--- src/rtl/udp_pkg.sv ---
// shared constants and types of the serial port block
package udp_pkg;
  // =========================================================
  // widths and depths
  localparam int UDP_WORD_W = 9;     // eight data bits plus address flag
  localparam int UDP_FIFO_DEPTH = 8; // receive buffer words
  localparam int UDP_DIV_W = 16;     // baud divisor width
  // =========================================================
  // bit timing, in sixteenth-of-a-bit ticks
  localparam logic [3:0] UDP_SUB_LAST = 4'hF; // last tick of a bit
  localparam logic [3:0] UDP_SUB_MID = 4'h7;  // centre of the start bit
  // =========================================================
  // character format
  localparam logic [3:0] UDP_DBITS_BASE = 4'h5; // data bits for code 0
  localparam logic [3:0] UDP_ADDR_BITS = 4'h9;  // 9-bit address mode
  localparam logic [8:0] UDP_MASK_FULL = 9'h1FF;
  localparam logic [1:0] UDP_PAR_NONE = 2'h0;
  localparam logic [1:0] UDP_PAR_EVEN = 2'h1;
  localparam logic [1:0] UDP_PAR_ODD = 2'h2;
  // =========================================================
  // dma arbitration level
  localparam logic [1:0] UDP_DMA_PRIO_LOW = 2'h0;
  localparam logic [1:0] UDP_DMA_PRIO_HIGH = 2'h3;
  // =========================================================
  // state machines
  typedef enum logic [4:0] {
    TX_IDLE = 5'h01, TX_START = 5'h02, TX_DATA = 5'h04, TX_PAR = 5'h08, TX_STOP = 5'h10
  } udp_tx_t;
  typedef enum logic [4:0] {
    RX_IDLE = 5'h01, RX_START = 5'h02, RX_DATA = 5'h04, RX_PAR = 5'h08, RX_STOP = 5'h10
  } udp_rx_t;
endpackage

--- src/rtl/udp_uart.sv ---
// serial port: fifo and the transmit / receive engine
// =========================================================
// udp_fifo: parameterised first-in first-out buffer
module udp_fifo #(
  parameter int W = 9,
  parameter int D = 8
) (
  input wire logic mclk,
  input wire logic sys_rst,
  input wire logic inValid,
  input wire logic [W-1:0] inData,
  output logic inReady,
  output logic outValid,
  output logic [W-1:0] outData,
  input wire logic outReady
);
  localparam int AW = (D > 1) ? $clog2(D) : 1;
  typedef struct packed {
    logic [D-1:0][W-1:0] mem; // storage
    logic [AW:0] cnt;         // words held
    logic [AW-1:0] wp;        // write pointer
    logic [AW-1:0] rp;        // read pointer
  } udp_fifo_t;
  udp_fifo_t q, d;
  logic push, pop;
  // flags come from the count, so full and empty are exact
  assign inReady = (q.cnt != (AW+1)'(D));
  assign outValid = (q.cnt != '0);
  assign outData = q.mem[q.rp];
  // next state
  always_comb begin
    d = q;
    push = inValid & inReady;
    pop = outValid & outReady;
    if (push) begin
      d.mem[q.wp] = inData;
      d.wp = (q.wp == AW'(D - 1)) ? '0 : q.wp + 1'b1;
    end
    if (pop) begin
      d.rp = (q.rp == AW'(D - 1)) ? '0 : q.rp + 1'b1;
    end
    // simultaneous push and pop leaves the count alone
    if (push & ~pop) begin
      d.cnt = q.cnt + 1'b1;
    end else if (pop & ~push) begin
      d.cnt = q.cnt - 1'b1;
    end
  end
  // state register
  always_ff @(posedge mclk) begin
    if (sys_rst) begin
      q <= '0;
    end else begin
      q <= d;
    end
  end
endmodule // udp_fifo

// =========================================================
// udp_uart: full-duplex asynchronous serial port
// Overview of operation
// - separate transmit and receive engines run concurrently
// - conventional start, data, parity, stop framing
// - nine-bit mode carries an address flag bit
// - five to eight data, one or two stops
// - parity none, even or odd, generated and checked
// - frame spans seven to twelve bit periods
// - programmed mode: write holding, read buffer
// - holding register before the transmit shift register, buffer after the receive one
// - dma mode uses a transmit and receive channel
// - dma channels default to low priority
// - bit rate from clock/1048576 to clock/16
// - receive errors latched, reporting gated
// - transmit and receive interrupts individually maskable
// - synced receive level exported for baud timer
module udp_uart
  import udp_pkg::*;
#(
  parameter int DIV_W = UDP_DIV_W,
  parameter int DEPTH = UDP_FIFO_DEPTH
) (
  input wire logic mclk,
  input wire logic sys_rst,
  input wire logic rxdPin,
  output logic txdPin,
  input wire logic [DIV_W-1:0] baudDiv,
  input wire logic [1:0] dataBits,
  input wire logic twoStop,
  input wire logic [1:0] parityMode,
  input wire logic addrMode,
  input wire logic dmaMode,
  input wire logic dmaPrioRaise,
  input wire logic txIrqEn,
  input wire logic rxIrqEn,
  input wire logic errIrqEn,
  input wire logic errClear,
  input wire logic txWrite,
  input wire logic [8:0] txData,
  output logic txReady,
  input wire logic rxRead,
  output logic [8:0] rxData,
  output logic rxValid,
  output logic txDmaReq,
  input wire logic txDmaAck,
  input wire logic [8:0] txDmaData,
  output logic rxDmaReq,
  input wire logic rxDmaAck,
  output logic [1:0] dmaPrio,
  output logic parityErr,
  output logic frameErr,
  output logic overrunErr,
  output logic txIrq,
  output logic rxIrq,
  output logic rxLevel
);
  // =========================================================
  // state of the port
  typedef struct packed {
    logic rxMeta;              // synchroniser first stage
    logic rxSync;              // synchroniser second stage
    logic [DIV_W-1:0] baudCnt; // tick divider
    udp_tx_t txSt;             // transmit engine
    logic [3:0] txSub;         // tick within bit
    logic [3:0] txCnt;         // bit counter
    logic [8:0] txShift;       // transmit shifter
    logic txPar;               // parity bit to send
    logic txLine;              // serial output
    logic [8:0] txHold;        // transmit holding word
    logic txHoldFull;          // holding word present
    logic txRdy;               // holding word empty, registered for the pin
    udp_rx_t rxSt;             // receive engine
    logic [3:0] rxSub;         // tick within bit
    logic [3:0] rxCnt;         // bit counter
    logic [8:0] rxShift;       // receive shifter
    logic [8:0] rxWord;        // justified character
    logic rxParBit;            // sampled parity bit
    logic rxPush;              // one-cycle write into fifo
    logic [8:0] rxOut;         // receive buffer word
    logic rxOutValid;          // receive buffer present
    logic parErr;              // sticky parity error
    logic frmErr;              // sticky framing error
    logic ovrErr;              // sticky overrun
    logic txIrq;
    logic rxIrq;
    logic txDmaReq;
    logic rxDmaReq;
    logic [1:0] dmaPrio;
  } udp_state_t;
  udp_state_t q, d;

  logic tick;           // one sixteenth of a bit
  logic [3:0] nBits;    // bits per character
  logic [8:0] mask;     // valid data bits
  logic parOn;          // parity bit in frame
  logic oddPar;         // odd parity selected
  logic txLoad;         // request to queue a character
  logic [8:0] txIn;     // character being queued
  logic rxPop;          // receive buffer consumed
  logic [8:0] shNext;   // receive shifter after sample
  logic fifoInReady;
  logic fifoOutValid;
  logic [8:0] fifoOutData;
  logic fifoOutReady;

  // =========================================================
  // receive buffer between the shifter and the read buffer
  // eight words of slack let dma service late without loss
  udp_fifo #(
    .W(UDP_WORD_W),
    .D(DEPTH)
  ) u_rxFifo (
    .mclk(mclk),
    .sys_rst(sys_rst),
    .inValid(q.rxPush),
    .inData(q.rxWord),
    .inReady(fifoInReady),
    .outValid(fifoOutValid),
    .outData(fifoOutData),
    .outReady(fifoOutReady)
  );

  // buffer refills whenever it is empty or being read
  assign fifoOutReady = ~q.rxOutValid | rxPop;

  // =========================================================
  // next-state logic
  always_comb begin
    d = q;
    shNext = '0;
    // character format
    nBits = addrMode ? UDP_ADDR_BITS : UDP_DBITS_BASE + {2'h0, dataBits};
    mask = UDP_MASK_FULL >> (UDP_ADDR_BITS - nBits);
    parOn = ~addrMode & (parityMode != UDP_PAR_NONE);
    oddPar = (parityMode == UDP_PAR_ODD);
    // pin is asynchronous: two stages before use
    d.rxMeta = rxdPin;
    d.rxSync = q.rxMeta;
    // divisor zero means 65536, giving the slowest rate
    tick = (q.baudCnt == '0);
    d.baudCnt = tick ? baudDiv - 1'b1 : q.baudCnt - 1'b1;
    // source of characters depends on transfer mode
    txLoad = dmaMode ? txDmaAck : txWrite;
    txIn = dmaMode ? txDmaData : txData;
    rxPop = q.rxOutValid & (dmaMode ? rxDmaAck : rxRead);
    d.rxPush = 1'b0;

    // -------- transmit engine
    case (q.txSt)
      TX_IDLE: begin
        d.txLine = 1'b1;
        if (q.txHoldFull) begin
          // move holding word into the shifter
          d.txShift = q.txHold & mask;
          d.txPar = (^(q.txHold & mask)) ^ oddPar;
          d.txHoldFull = 1'b0;
          d.txLine = 1'b0;
          d.txSub = '0;
          d.txSt = TX_START;
        end
      end
      TX_START: begin
        if (tick) begin
          d.txSub = q.txSub + 1'b1;
          if (q.txSub == UDP_SUB_LAST) begin
            d.txLine = q.txShift[0];
            d.txCnt = '0;
            d.txSt = TX_DATA;
          end
        end
      end
      TX_DATA: begin
        if (tick) begin
          d.txSub = q.txSub + 1'b1;
          if (q.txSub == UDP_SUB_LAST) begin
            if (q.txCnt == nBits - 1'b1) begin
              d.txCnt = '0;
              if (parOn) begin
                d.txLine = q.txPar;
                d.txSt = TX_PAR;
              end else begin
                d.txLine = 1'b1;
                d.txSt = TX_STOP;
              end
            end else begin
              // least significant bit leaves first
              d.txShift = q.txShift >> 1;
              d.txLine = d.txShift[0];
              d.txCnt = q.txCnt + 1'b1;
            end
          end
        end
      end
      TX_PAR: begin
        if (tick) begin
          d.txSub = q.txSub + 1'b1;
          if (q.txSub == UDP_SUB_LAST) begin
            d.txLine = 1'b1;
            d.txCnt = '0;
            d.txSt = TX_STOP;
          end
        end
      end
      TX_STOP: begin
        if (tick) begin
          d.txSub = q.txSub + 1'b1;
          if (q.txSub == UDP_SUB_LAST) begin
            if (twoStop & (q.txCnt == '0)) begin
              d.txCnt = 4'h1;
            end else begin
              d.txSt = TX_IDLE;
            end
          end
        end
      end
      default: begin
        d.txSt = TX_IDLE;
        d.txLine = 1'b1;
      end
    endcase
    // a queued character waits while another shifts
    if (txLoad & ~q.txHoldFull) begin
      d.txHold = txIn;
      d.txHoldFull = 1'b1;
    end

    // -------- errors: clear first, so a same-cycle event below wins
    if (errClear) begin
      d.parErr = 1'b0;
      d.frmErr = 1'b0;
      d.ovrErr = 1'b0;
    end

    // -------- receive engine, independent of transmit
    case (q.rxSt)
      RX_IDLE: begin
        // falling edge on the idle-high line
        if (~q.rxSync) begin
          d.rxSub = '0;
          d.rxSt = RX_START;
        end
      end
      RX_START: begin
        if (tick) begin
          d.rxSub = q.rxSub + 1'b1;
          if (q.rxSub == UDP_SUB_MID) begin
            // re-centre: later samples fall mid-bit
            d.rxSub = '0;
            d.rxCnt = '0;
            // a glitch shorter than half a bit is ignored
            d.rxSt = q.rxSync ? RX_IDLE : RX_DATA;
          end
        end
      end
      RX_DATA: begin
        if (tick) begin
          d.rxSub = q.rxSub + 1'b1;
          if (q.rxSub == UDP_SUB_LAST) begin
            shNext = {q.rxSync, q.rxShift[8:1]};
            d.rxShift = shNext;
            if (q.rxCnt == nBits - 1'b1) begin
              d.rxWord = shNext >> (UDP_ADDR_BITS - nBits);
              d.rxSt = parOn ? RX_PAR : RX_STOP;
            end else begin
              d.rxCnt = q.rxCnt + 1'b1;
            end
          end
        end
      end
      RX_PAR: begin
        if (tick) begin
          d.rxSub = q.rxSub + 1'b1;
          if (q.rxSub == UDP_SUB_LAST) begin
            d.rxParBit = q.rxSync;
            d.rxSt = RX_STOP;
          end
        end
      end
      RX_STOP: begin
        if (tick) begin
          d.rxSub = q.rxSub + 1'b1;
          if (q.rxSub == UDP_SUB_LAST) begin
            // only the first stop bit is checked
            if (~q.rxSync) begin
              d.frmErr = 1'b1;
            end
            if (parOn & ((^q.rxWord ^ q.rxParBit) != oddPar)) begin
              d.parErr = 1'b1;
            end
            d.rxPush = 1'b1;
            d.rxSt = RX_IDLE;
          end
        end
      end
      default: begin
        d.rxSt = RX_IDLE;
      end
    endcase

    // character lost when the buffer is full
    if (q.rxPush & ~fifoInReady) begin
      d.ovrErr = 1'b1;
    end

    // -------- receive buffer word
    if (rxPop) begin
      d.rxOutValid = 1'b0;
    end
    if (fifoOutValid & fifoOutReady) begin
      d.rxOut = fifoOutData;
      d.rxOutValid = 1'b1;
    end

    // -------- interrupts and dma requests
    d.txIrq = txIrqEn & ~q.txHoldFull;
    d.rxIrq = rxIrqEn & q.rxOutValid | errIrqEn & (q.parErr | q.frmErr | q.ovrErr);
    d.txDmaReq = dmaMode & ~d.txHoldFull;
    // ready kept as its own flop so the output needs no inverter
    d.txRdy = ~d.txHoldFull;
    d.rxDmaReq = dmaMode & d.rxOutValid;
    d.dmaPrio = dmaPrioRaise ? UDP_DMA_PRIO_HIGH : UDP_DMA_PRIO_LOW;
  end

  // =========================================================
  // state register
  always_ff @(posedge mclk) begin
    if (sys_rst) begin
      q <= '0;
      q.rxMeta <= 1'b1;
      q.rxSync <= 1'b1;
      q.txLine <= 1'b1;
      q.txRdy <= 1'b1;
      q.txSt <= TX_IDLE;
      q.rxSt <= RX_IDLE;
      q.dmaPrio <= UDP_DMA_PRIO_LOW;
    end else begin
      q <= d;
    end
  end

  // =========================================================
  // outputs, all taken from the state register
  assign txdPin = q.txLine;
  assign txReady = q.txRdy;
  assign rxData = q.rxOut;
  assign rxValid = q.rxOutValid;
  assign txDmaReq = q.txDmaReq;
  assign rxDmaReq = q.rxDmaReq;
  assign dmaPrio = q.dmaPrio;
  assign parityErr = q.parErr;
  assign frameErr = q.frmErr;
  assign overrunErr = q.ovrErr;
  assign txIrq = q.txIrq;
  assign rxIrq = q.rxIrq;
  // the external timer measures bit widths on this level
  assign rxLevel = q.rxSync;
endmodule // udp_uart

--- config.mk ---
export PLATFORM = sky130hd
export DESIGN_NAME = udp_uart
export DESIGN_NICKNAME = d
export VERILOG_FILES = /design/src/rtl/udp_pkg.sv /design/src/rtl/udp_uart.sv
export SDC_FILE = /design/constraint.sdc
export NUM_CORES = 1
export LEC_CHECK = 0
export BUFFER_PORTS_ARGS = -buffer_cell sky130_fd_sc_hd__buf_2
export CORE_MARGIN = 2
export CORE_UTILIZATION = 55
export CTS_CLUSTER_SIZE = 20
export DETAILED_ROUTE_END_ITERATION = 8
export PLACE_DENSITY = 0.79
export SETUP_SLACK_MARGIN = 0.5
export SLEW_MARGIN = 10
export SYNTH_ARGS = -nofsm -noshare
export SYNTH_HDL_FRONTEND = slang
export SYNTH_HIERARCHICAL = 1
export SYNTH_SLANG_ARGS = --single-unit
--- constraint.sdc ---
create_clock -name mclk -period 3.5 [get_ports mclk]
set_clock_uncertainty 0.1 [all_clocks]
set_input_delay 0.175 -clock mclk [delete_from_list [all_inputs] [get_ports mclk]]
set_output_delay 0.175 -clock mclk [all_outputs]
set_load 0.03 [all_outputs]
==> results.json <==
{
  "status": "completed",
  "clk_pin_slew_ps": 70,
  "drt_wl_total_um": 21200,
  "slowest_delay_ps": 610,
  "yosys-top-cells-area": "dfxtp_1 39%, mux2i_1 12%, nor2_1 6.8%, mux4_2 4.7%, a21oi_1 3.2%",
  "area_delta_synth_final_pct": 12.9,
  "vias": 7703,
  "finalCriticalPeriod_ps": 2810,
  "path_max_fanout": 12,
  "grt_pass1_wl_um": 34900,
  "place_congestion": 0.893,
  "cp.arrival_ps": 3080,
  "core_area_sq_um": 17100,
  "worst_pin_slew_ps": 1010,
  "clkLatencyLatePin_ps": 440,
  "placed_cell_area_sq_um": 9860,
  "tns_ps": 0,
  "die_h_um": 135,
  "syn_nets": 1113,
  "most-common-layout-cells": "185 x dfxtp_1, 172 x nor2_1, 113 x mux2i_1",
  "startpoint_type": "register",
  "seq_area_frac_synth": 0.391,
  "gr-usage-all-layers": 0.237,
  "floorplan.rows": 48,
  "ctsLongestPathBuffers": 2,
  "dp_hpwl_um": 14000,
  "drv_cap": 0,
  "yosysWarningCount": 6,
  "synth_top_area_share": 0.391,
  "cts_sinks": 185,
  "cp-end-kind": "register",
  "worst-path-buf-inv": 2,
  "hold_viol_final": 0,
  "antenna_cells": 0,
  "wl_per_cell_um": 16.0,
  "power.leakage_uw": 0.00437,
  "post-route-period-util": 0.804,
  "report.power.total_uw": 5840,
  "synth_top_area_cell": "dfxtp_1",
  "drc": 0,
  "layout_commonest_cell": "dfxtp_1",
  "htree_levels": 4,
  "place_ws_ps": 455,
  "critPathRequiredTime_ps": 3770,
  "holdWs_ps": 3.01,
  "path_cells": "or4_4 > nor4_4 > buf_6 > and3_1 > buf_4 > a21oi_1 > or3_1 > a21boi_1",
  "peakVddDrop_mv": 0.402,
  "viasPerCell": 5.80,
  "cpMaxStageDelayCell": "or4_4",
  "worstHoldPathType": "primary input to register",
  "grt_overflow_total": 0,
  "power_density_nw_per_um2": 545,
  "drt_pass1_iterations": 5,
  "syn_inst": 1039,
  "ant_nets": 0,
  "grt_max_degree": 134,
  "setup_viol": 0,
  "cts_root_buf": "clkbuf_16",
  "nets": 1165,
  "synthesis.area_sq_um": 9480,
  "critPathTopFamily": "simple AND/OR/NAND/NOR gates",
  "ys.flop_type": "dfxtp_1",
  "grt_pass1_vias": 7037,
  "io_pins": 75,
  "io_buffer_count": 74,
  "max_clock_freq_ghz": 0.355,
  "start_util": 0.556,
  "slew_violations": 0,
  "cts_tree": "done",
  "drive_gt1_frac": 0.167,
  "drt_iter0_markers": 617,
  "rsz0062_at_grt": "no",
  "nFillCells": 1422,
  "postLayoutCellArea_sq_um": 10700,
  "cts_made_buffers": 17,
  "async_flop_share": 0,
  "antenna_found_initial": 0,
  "relSlewSlack": 0.327,
  "syn-mean-instance-area_sq_um": 9.13,
  "die-width_um": 135,
  "die-area_sq_um": 18300,
  "synth_edf_count": 0,
  "synth_cell_types": 80,
  "synth-seq-cells": 185,
  "critPathKind": "register to register",
  "worst_slack_ps": 686
}
## state kept, by name, summed over array words and instances, names as in the netlist
name and count:
txdPin 1, txReady 1, txIrq 1, parityErr 1, u_rxFifo/q 82, txDmaReq 1, d 1, rxIrq 1
frameErr 1, rxLevel 1, q 81, overrunErr 1, rxValid 1, dmaPrio 1, rxData 9, rxDmaReq 1
## area by class of cell
type / instances / area (sq um) / area share
clock buffer: 18 / 439 / 0.0410
inverter: 22 / 82.6 / 0.00771
tap: 225 / 282 / 0.0263
multi-input combinational: 748 / 5310 / 0.496
timing repair buffer: 117 / 766 / 0.0715
sequential: 185 / 3700 / 0.346
clock inverter: 14 / 124 / 0.0116
## power by group
part           internal (uW)  switching (uW)  leakage, uW  total (uW)
registers               2250             152      0.00150        2400
clock network           1000             837     0.000280        1840
logic                    680             922      0.00259        1600
total                   3930            1910      0.00437        5840
## cell usage after synthesis, types with 3 or more instances
master and number:
o21a_1 3, or4b_1 3, mux4_2 20, ha_1 20, nor4b_1 3, o21ai_0 14, mux2_2 11, or4_4 3
nand3b_1 6, a31oi_1 6, nor4_1 6, clkbuf_1 50, buf_4 14, o2111ai_1 4, or4_1 7, nand4_1 12
a211o_1 4, and3_1 10, nor2_1 172, nor2b_1 7, xor2_1 13, xnor2_1 23, o211ai_1 6, dfxtp_1 185
buf_2 15, a311oi_1 7, a211oi_1 16, inv_1 20, nor3_1 24, or3_1 16, and2_1 3, mux2i_1 113
a21oi_1 61, nand2_1 65, nand3_1 24, or2_2 6, nand2b_1 9, and3b_1 3, buf_6 3
## routing by layer
layer / part of all wire / routed length [um] / track usage / up-vias
met2: 0.48 / 10100 / 0.389 / 203
met3: 0.048 / 1010 / 0.0430 / 27
li1: - / - / - / 3783
met1: 0.46 / 9790 / 0.324 / 3690
met5: 0 / 0 / 0 / -
met4: 0.013 / 285 / 0.0584 / 0
## tightest hold or removal path, cell delays in order
cell and delay [ps]:
buf_2 100, mux2i_1 140, a211oi_1 90
## repair_timing
action | 4_1_cts | 5_1_grt
endpoints found under the hold margin | 19 | 0
resized for setup | 0 | 4
setup buffers | 1 | 1
pin swaps | 1 | 1
hold buffers | 25 | 0
setup endpoints to repair | 1 | 7
## final timing paths
path	from	end	slack, ps	cells past startpoint
max reg2reg	q[93]$_SDFF_PP0_	q[42]$_SDFFE_PP0P_	690	8
min reg2reg	d[103]$_SDFF_PP1_	rxLevel$_SDFF_PP1_	310	1
min	txDmaData[3]	q[57]$_SDFFE_PP0P_	3	3
max	q[93]$_SDFF_PP0_	q[42]$_SDFFE_PP0P_	690	8
## metrics by stage
stage | std cells | utilization
floorplan | 1039 | -
global placement | 1270 | 0.578
detailed placement | 1270 | 0.578
CTS | 1328 | 0.626
global route | 1329 | 0.628
finish | 1329 | 0.628
## cells by family (layout without fill, tap and decap cells)
| family | after synthesis | in the layout | synth area share |
|---|---|---|---|
| buf+inv | 106 | 171 | 0.0519 |
| compound gates | 153 | 153 | 0.109 |
| simple gates | 392 | 392 | 0.202 |
| mux | 144 | 144 | 0.180 |
| fa+ha+maj | 21 | 21 | 0.0285 |
| flops | 185 | 185 | 0.391 |
| xor+xnor | 38 | 38 | 0.0381 |
Note: power is estimated with default switching activity, not from simulation.
